===== config.mk =====
export PLATFORM = sky130hd
export DESIGN_NAME = csp_port
export DESIGN_NICKNAME = d
export VERILOG_FILES = /design/src/csp_pkg.sv /design/src/csp_port.sv
export SDC_FILE = /design/constraint.sdc
export NUM_CORES = 1
export LEC_CHECK = 0
export BUFFER_PORTS_ARGS = -buffer_cell sky130_fd_sc_hd__buf_2
export CAP_MARGIN = 20
export CELL_PAD_IN_SITES_DETAIL_PLACEMENT = 1
export CELL_PAD_IN_SITES_GLOBAL_PLACEMENT = 1
export CORE_MARGIN = 2
export CORE_UTILIZATION = 58
export CTS_BUF_LIST = sky130_fd_sc_hd__clkbuf_8
export CTS_CLUSTER_SIZE = 30
export DETAILED_ROUTE_END_ITERATION = 8
export PLACE_DENSITY_LB_ADDON = 0.1
export SYNTH_ARGS = -nofsm -noshare
export SYNTH_HDL_FRONTEND = slang
export SYNTH_SLANG_ARGS = --single-unit

===== constraint.sdc =====
create_clock -name REF_CLK_I -period 5.8 [get_ports REF_CLK_I]
set_clock_uncertainty 0.1 [all_clocks]
set_input_delay 1.16 -clock REF_CLK_I [delete_from_list [all_inputs] [get_ports REF_CLK_I]]
set_output_delay 1.16 -clock REF_CLK_I [all_outputs]
set_load 0.01 [all_outputs]

===== src/csp_pkg.sv =====
// Constants and types of the cell segmentation port.
// Assumes one 200 MHz reference clock feeds every process.
// Behaviour
// - PHY mode: present high while a complete cell is ready.
// - ATM mode: present is a low-true enable, low only with a valid byte.
// - PHY mode: transfers follow the cell clock the partner drives.
// - ATM mode: cell clock is divided from the reference clock.
// - Data bus carries true data, bit 7 most significant.
// - PHY mode: low enable asks for a byte at the next clock.
// - ATM mode: high enable means the partner takes one more byte.
// - Parity output is odd parity over the eight data bits.
// - Start output high only with the first byte of a cell.
// - Urgent request is sampled at each new segmentation opportunity.
// - A seen urgent request makes the next cell come from channel one.
// - Grant is high for exactly one cycle per detected request.
package csp_pkg;
  localparam int          REF_PERIOD_NS  = 5;
  localparam int          LINK_PERIOD_NS = 40;
  localparam int          LINK_HALF_CYC  = (LINK_PERIOD_NS / 2) / REF_PERIOD_NS;
  localparam int          DIV_W          = $clog2(LINK_HALF_CYC);
  localparam logic [DIV_W-1:0] DIV_LAST  = DIV_W'(LINK_HALF_CYC - 1);
  localparam int          BYTE_W         = 8;
  localparam int          FIFO_DEPTH     = 16;
  localparam logic [5:0]  CNT_FIRST      = 6'h00;
  localparam logic [5:0]  CNT_LAST       = 6'h34;
  localparam logic [5:0]  CNT_STEP       = 6'h01;

  typedef enum logic {CSP_IDLE, CSP_CELL} csp_phase_t;

  // Link outputs, all registered.
  typedef struct packed {
    logic              present;
    logic [BYTE_W-1:0] data;
    logic              parity;
    logic              start;
  } csp_link_t;

  typedef struct packed {
    logic             s1_clk, s2_clk, s3_clk;
    logic             s1_en, s2_en;
    logic             s1_mode, s2_mode;
    logic             s1_req, s2_req;
    logic             atm;
    csp_phase_t       phase;
    logic [5:0]       cnt;
    logic [DIV_W-1:0] div;
    logic             clk_out;
    logic             req_armed;
    logic             urgent;
    logic             grant;
    csp_link_t        link;
  } csp_state_t;

  // Odd parity bit for one byte.
  function automatic logic csp_odd_par(input logic [BYTE_W-1:0] b);
    return ~(^b);
  endfunction : csp_odd_par
endpackage : csp_pkg


===== src/csp_port.sv =====
// Byte FIFO and transmit cell port with urgent request handshake.
// Assumes the upstream engine streams cell bytes on the reference clock.

module csp_fifo #(
  parameter int W = 8,
  parameter int D = 16
) (
  // Clock and reset.
  input  wire logic         clk_i,
  input  wire logic         rst_b_i,
  // Fill side.
  input  wire logic [W-1:0] in_data_i,
  input  wire logic         in_valid_i,
  output logic              in_ready_o,
  // Drain side.
  output logic [W-1:0]      out_data_o,
  output logic              out_valid_o,
  input  wire logic         out_ready_i
);
  localparam int AW = $clog2(D);
  localparam int CW = $clog2(D + 1);
  localparam logic [CW-1:0] CNT_FULL = CW'(D);
  localparam logic [AW-1:0] PTR_ONE  = AW'(1);
  localparam logic [CW-1:0] CNT_ONE  = CW'(1);

  typedef struct packed {
    logic [D-1:0][W-1:0] mem;
    logic [AW-1:0]       wp;
    logic [AW-1:0]       rp;
    logic [CW-1:0]       cnt;
    logic                full;
  } csp_fifo_st_t;

  csp_fifo_st_t st_r;
  csp_fifo_st_t st_nxt;
  logic         push;
  logic         pop;

  // Pointers wrap at the depth, which must be a power of two.
  always_comb begin
    st_nxt = st_r;
    push   = in_valid_i && !st_r.full;
    pop    = out_ready_i && (st_r.cnt != '0);
    if (push) begin
      st_nxt.mem[st_r.wp] = in_data_i;
      st_nxt.wp           = st_r.wp + PTR_ONE;
    end
    if (pop) begin
      st_nxt.rp = st_r.rp + PTR_ONE;
    end
    if (push && !pop) begin
      st_nxt.cnt = st_r.cnt + CNT_ONE;
    end else if (pop && !push) begin
      st_nxt.cnt = st_r.cnt - CNT_ONE;
    end
    st_nxt.full = (st_nxt.cnt == CNT_FULL);
  end

  always_ff @(posedge clk_i or negedge rst_b_i) begin
    if (!rst_b_i) begin
      st_r <= '0;
    end else begin
      st_r <= st_nxt;
    end
  end

  assign in_ready_o  = !st_r.full;
  assign out_valid_o = (st_r.cnt != '0);
  assign out_data_o  = st_r.mem[st_r.rp];
endmodule : csp_fifo

module csp_port (
  // Clock and reset.
  input  wire logic       REF_CLK_I,
  input  wire logic       RST_B_I,
  // Static mode pin, high selects ATM mode.
  input  wire logic       SEG_MODE_ATM_I,
  // Upstream cell source.
  input  wire logic       SEG_CELL_READY_I,
  input  wire logic [7:0] SEG_BYTE_I,
  input  wire logic       SEG_BYTE_VALID_I,
  output logic            SEG_BYTE_READY_O,
  output logic            SEG_URGENT_CELL_O,
  // Cell link.
  input  wire logic       TX_CELL_CLOCK_I,
  output logic            TX_CELL_CLOCK_O,
  output logic            TX_CELL_CLOCK_OE_O,
  input  wire logic       TX_CELL_ENABLE_I,
  output logic            TX_CELL_PRESENT_O,
  output logic [7:0]      TX_CELL_BYTE_O,
  output logic            TX_CELL_PARITY_O,
  output logic            TX_CELL_START_O,
  // Urgent segmentation handshake.
  input  wire logic       URGENT_SEG_REQUEST_I,
  output logic            URGENT_SEG_GRANT_O
);
  csp_pkg::csp_state_t st_r;
  csp_pkg::csp_state_t st_nxt;
  logic [7:0]          f_data;
  logic                f_valid;
  logic                pop;
  logic                tick;
  logic                grant_now;
  logic                go;
  logic                idle;

  // Byte buffer between the engine and the link.
  csp_fifo #(
    .W (csp_pkg::BYTE_W),
    .D (csp_pkg::FIFO_DEPTH)
  ) u_fifo (
    .clk_i       (REF_CLK_I),
    .rst_b_i     (RST_B_I),
    .in_data_i   (SEG_BYTE_I),
    .in_valid_i  (SEG_BYTE_VALID_I),
    .in_ready_o  (SEG_BYTE_READY_O),
    .out_data_o  (f_data),
    .out_valid_o (f_valid),
    .out_ready_i (pop)
  );

  // Next state: synchronisers, clocking, urgent handshake and byte flow.
  always_comb begin
    st_nxt         = st_r;
    st_nxt.s1_clk  = TX_CELL_CLOCK_I;
    st_nxt.s2_clk  = st_r.s1_clk;
    st_nxt.s3_clk  = st_r.s2_clk;
    st_nxt.s1_en   = TX_CELL_ENABLE_I;
    st_nxt.s2_en   = st_r.s1_en;
    st_nxt.s1_mode = SEG_MODE_ATM_I;
    st_nxt.s2_mode = st_r.s1_mode;
    st_nxt.s1_req  = URGENT_SEG_REQUEST_I;
    st_nxt.s2_req  = st_r.s1_req;
    st_nxt.grant   = 1'b0;
    idle           = (st_r.phase == csp_pkg::CSP_IDLE);
    // Divider makes the link clock in ATM mode; stopped in PHY mode.
    if (st_r.atm) begin
      st_nxt.div = st_r.div + 1'b1;
      if (st_r.div == csp_pkg::DIV_LAST) begin
        st_nxt.div     = '0;
        st_nxt.clk_out = !st_r.clk_out;
      end
    end else begin
      st_nxt.div     = '0;
      st_nxt.clk_out = 1'b0;
    end
    // PHY updates follow a partner rising edge; ATM updates at our falling edge.
    if (st_r.atm) begin
      tick = st_r.clk_out && (st_r.div == csp_pkg::DIV_LAST);
    end else begin
      tick = st_r.s2_clk && !st_r.s3_clk;
    end
    // Re-arm only once the request has been seen low again.
    if (!st_r.s2_req) begin
      st_nxt.req_armed = 1'b1;
    end
    // A segmentation opportunity is a link update between cells.
    grant_now = tick && idle && st_r.req_armed && st_r.s2_req;
    if (grant_now) begin
      st_nxt.grant     = 1'b1;
      st_nxt.req_armed = 1'b0;
      st_nxt.urgent    = 1'b1;
    end
    // Handshake decides whether a byte moves on this update.
    if (st_r.atm) begin
      go = st_r.s2_en && f_valid && (!idle || SEG_CELL_READY_I);
    end else begin
      go = !st_r.s2_en && f_valid && (!idle || st_r.link.present);
    end
    go  = go && tick && !grant_now;
    pop = go;
    if (go) begin
      st_nxt.link.data   = f_data;
      st_nxt.link.parity = csp_pkg::csp_odd_par(f_data);
      st_nxt.link.start  = (st_r.cnt == csp_pkg::CNT_FIRST);
      st_nxt.phase       = csp_pkg::CSP_CELL;
      st_nxt.cnt         = st_r.cnt + csp_pkg::CNT_STEP;
      if (st_r.cnt == csp_pkg::CNT_LAST) begin
        st_nxt.cnt    = csp_pkg::CNT_FIRST;
        st_nxt.phase  = csp_pkg::CSP_IDLE;
        st_nxt.urgent = 1'b0;
      end
    end else if (tick) begin
      st_nxt.link.start = 1'b0;
    end
    // Present pin: enable in ATM mode, cell-ready flag in PHY mode.
    if (tick) begin
      if (st_r.atm) begin
        st_nxt.link.present = !go;
      end else begin
        st_nxt.link.present = (st_nxt.phase == csp_pkg::CSP_IDLE)
                              && SEG_CELL_READY_I && !grant_now;
      end
    end
    // Mode is taken only between cells, never inside one.
    if (idle && !go && (st_r.atm != st_r.s2_mode)) begin
      st_nxt.atm          = st_r.s2_mode;
      st_nxt.link.present = st_r.s2_mode;
      st_nxt.link.start   = 1'b0;
    end
  end

  always_ff @(posedge REF_CLK_I or negedge RST_B_I) begin
    if (!RST_B_I) begin
      st_r <= '0;
    end else begin
      st_r <= st_nxt;
    end
  end

  // Every output below is a flop of the state record.
  assign TX_CELL_CLOCK_O    = st_r.clk_out;
  assign TX_CELL_CLOCK_OE_O = st_r.atm;
  assign TX_CELL_PRESENT_O  = st_r.link.present;
  assign TX_CELL_BYTE_O     = st_r.link.data;
  assign TX_CELL_PARITY_O   = st_r.link.parity;
  assign TX_CELL_START_O    = st_r.link.start;
  assign URGENT_SEG_GRANT_O = st_r.grant;
  assign SEG_URGENT_CELL_O  = st_r.urgent;
endmodule : csp_port


==> results.txt <==
Post-route cell area = 8703 µm²
Count of fill cells added during filler insertion = 1272
Chip height = 121.6 µm
Maximum count of clock buffers along a single path = 2
Number of top-level pins = 32
Worst setup slack after layout = 2515 ps
Power density cells = 574.4 nW/µm²
GR Layer Usage met2 = 0.4600
Final Wtd Congestion = 0.7731
Number of nets at the end of the flow = 620
Core Area = 13400 µm²
Final setup vio count = 0
Initial Util = 0.5988
Global-route wire length before repair = 29.32 mm
WP data required = 6040 ps
Post-synthesis to final-layout area growth = 8.467%
Final hold slack = 257.6 ps
Met1 GRT Util = 0.3375
Synthesized netlist net count = 596
Peak-usage layer in the global routing report = met2
Cell type with the highest aggregate area in the netlist = sky130_fd_sc_hd__dfrtp_1
Number of global-route vias before repair = 5285
Run status = complete, no violations
Worst flop-to-flop path startpoint = u_fifo.st_r[6]
Horiz. Die Dim = 121.6 µm
Sum of routed wire length over all layers = 18.55 mm
GR Util All Layers = 0.2694
ANT cells = 0
Total count of hold-check failures in the final report = 0
Data arrival time at the worst-slack endpoint = 3530 ps
Yosys warning total = 0
Clock-pin slew on the worst setup and hold paths = 90 ps
TritonCTS clock tree = built
Least-Margin Pin Slew = 1187 ps
Mapped Avg Cell Area = 14.10 µm²
Hold Path Cell Cnt = 0
Resized cells post-CTS = 0
Number of detailed-routing iterations run before antenna repair = 4
Sequential cell area = 4405 µm²
Top-area cell type share of the netlist area = 0.5489
Total Die Area = 14790 µm²
Maximum number of pins on one net before global-route repair = 116
Final slew viol count = 0
Num Clock Sinks = 176
Nature of the critical path startpoint = flop
Hold path endpoint = st_nxt[31]
Worst slew slack as a fraction of its limit = 0.2059
Fmax = 304.4 MHz
Row count = 42
Leakage power total = 3.844 nW
Max-cap viol count = 0
Kind of critical path = flop to flop
Antenna-violating nets left = 0
Dominant cell by count in the synthesized netlist = sky130_fd_sc_hd__dfrtp_1
Worst skew pair latency = 460 ps
Logic depth of the worst register-to-register path = 8
Type of destination of the critical path = flop
Setup repair bufs after CTS = 0
Layout cell share with drive strength beyond 1 = 0.3878
IO buf count = 31
Antenna violations before repair = 0
Terminus of the critical flop-to-flop path = TX_CELL_PARITY_O
Number of DRC violations after detailed routing = 0
Synth top cells by count = sky130_fd_sc_hd__dfrtp_1 (176), sky130_fd_sc_hd__mux2_2 (129), sky130_fd_sc_hd__nand2_1 (44), sky130_fd_sc_hd__mux4_2 (33), sky130_fd_sc_hd__nor2_1 (29)
Cell count after synthesis = 569
H-tree depth reported by CTS = 4
Clock root buffer master = sky130_fd_sc_hd__clkbuf_8
Post-route insts no fill = 782
Leading cell types by total area after synthesis = sky130_fd_sc_hd__dfrtp_1 (55%), sky130_fd_sc_hd__mux2_2 (18%), sky130_fd_sc_hd__mux4_2 (9.3%)
Number of enable flip-flop cells after synthesis = 0
Setup repair after global routing missed its margin = false
Global route overflow = 0
Met3 Track Usage GR = 0.05384
Placed cell count = 747
Async S/R FF share, synth = 1.000
Yosys reg bits = 176
Maximum ir drop on the vdd rail = 0.0003098 V
Total Neg Setup Slack = 0 ps
Startpoint of the lowest-slack hold path = st_nxt[32]
Violation count after the first detailed-routing iteration = 321
Maximum fanout count along the critical path = 20
Synth Cell Area = 8024 µm²
Tcrit/Tclk final = 0.5664
Post-detailed-route wirelength per cell = 23.72 µm
Total number of vias = 4723
Portion of the post-synthesis area used by sequential elements = 0.5489
Register-to-register setup slack = 2510 ps
Multi-input logic area = 3382 µm²
Post-route minimum period = 3285 ps
Distinct cell type count of the synthesized netlist = 48
Area of placed instances = 8255 µm²
Most used flip-flop cell after synthesis = sky130_fd_sc_hd__dfrtp_1
Cts bufs inserted = 17
Via/cell ratio = 6.040
Count of hold buffers inserted by post-cts repair = 0
Path class of the lowest-slack min-delay path = flop to flop
Half-perimeter wire length after detailed placement = 12.12 mm
Setup Slack @ Placement = 2224 ps
## how the worst max path moves through the flow
stage,depth (start not counted),slack [ps],startpoint,endpoint
CTS,8,2420,u_fifo.st_r[6],TX_CELL_PARITY_O
detailed placement,7,2220,SEG_CELL_READY_I,u_fifo.st_r[0]
finish,8,2510,u_fifo.st_r[6],TX_CELL_PARITY_O
floorplan,6,2850,SEG_BYTE_VALID_I,u_fifo.st_r[62]
global placement,7,2370,SEG_CELL_READY_I,u_fifo.st_r[0]
global route,8,2260,u_fifo.st_r[6],TX_CELL_PARITY_O
## per-layer routing
metal | part of all wire | wire (µm) | up-vias
met5 | 0 | 0 | -
met4 | 0.030 | 549 | 0
met3 | 0.031 | 572 | 35
met2 | 0.52 | 9637 | 88
met1 | 0.42 | 7787 | 2518
li1 | - | - | 2082
## registers in the layout, summed over array words and instances (netlist names)
signal and count:
SEG_URGENT_CELL_O 1, TX_CELL_BYTE_O 8, TX_CELL_CLOCK_O 1, TX_CELL_CLOCK_OE_O 1
TX_CELL_PARITY_O 1, TX_CELL_PRESENT_O 1, TX_CELL_START_O 1, URGENT_SEG_GRANT_O 1
st_nxt 5, st_r 14, u_fifo.st_r 142
## logic make-up after synthesis
| kind of cell | synth area share |
|---|---|
| mux | 0.2819 |
| xor+xnor | 0.02433 |
| fa+ha+maj | 0.01715 |
| flops | 0.5489 |
| compound gates | 0.03555 |
| buf+inv | 0.03041 |
| simple gates | 0.06175 |
## stage by stage
step | total power [mW] | util
after floorplan | 3.651 | -
after global placement | 3.983 | 0.6161
after detailed placement | 4.153 | 0.6161
after CTS | 5.023 | 0.6455
after global routing | 5.304 | 0.6495
final | 4.999 | 0.6495
## cell type report
cell class / count / area share
Multi-Input combinational cell: 348 / 0.3886
Clock buffer: 20 / 0.03163
Timing Repair Buffer: 41 / 0.03076
Clock inverter: 12 / 0.01366
Inverter: 9 / 0.003882
Tap cell: 176 / 0.02530
Sequential cell: 176 / 0.5062
## power by group
group | leakage (nW) | switching [mW] | internal, mW
Clock | 0.202 | 0.433 | 0.411
Combinational | 1.46 | 0.874 | 1.12
Sequential | 2.18 | 0.394 | 1.77
## critical path, stage by stage (launching register included)
cell	delay, ps
sky130_fd_sc_hd__dfrtp_2	750
sky130_fd_sc_hd__buf_4	480
sky130_fd_sc_hd__mux4_2	580
sky130_fd_sc_hd__a22oi_1	310
sky130_fd_sc_hd__nand2_1	280
sky130_fd_sc_hd__xnor2_2	210
sky130_fd_sc_hd__xnor2_1	190
sky130_fd_sc_hd__xnor2_1	170
sky130_fd_sc_hd__o21ai_1	80
## placed cells by master (no fill, tap or decap), drive strengths merged, types with 2 or more instances in the layout
| cell type | netlist | routed |
|---|---|---|
| xor2 | 3 | 3 |
| a21oi | 2 | 2 |
| nand2 | 44 | 44 |
| and2 | 5 | 5 |
| clkinvlp | 0 | 4 |
| or3 | 2 | 2 |
| nand2b | 4 | 4 |
| nand3 | 11 | 11 |
| bufinv | 0 | 2 |
| nor2b | 5 | 5 |
| inv | 9 | 14 |
| clkbuf | 19 | 20 |
| mux2i | 4 | 4 |
| dfrtp | 176 | 176 |
| buf | 17 | 41 |
| nor3 | 4 | 4 |
| ha | 11 | 11 |
| a22oi | 9 | 9 |
| o21ai | 15 | 15 |
| mux2 | 129 | 129 |
| nor2 | 29 | 29 |
| mux4 | 34 | 34 |
| nand3b | 2 | 2 |
| xnor2 | 15 | 15 |
(Power assumes the default switching activity.)
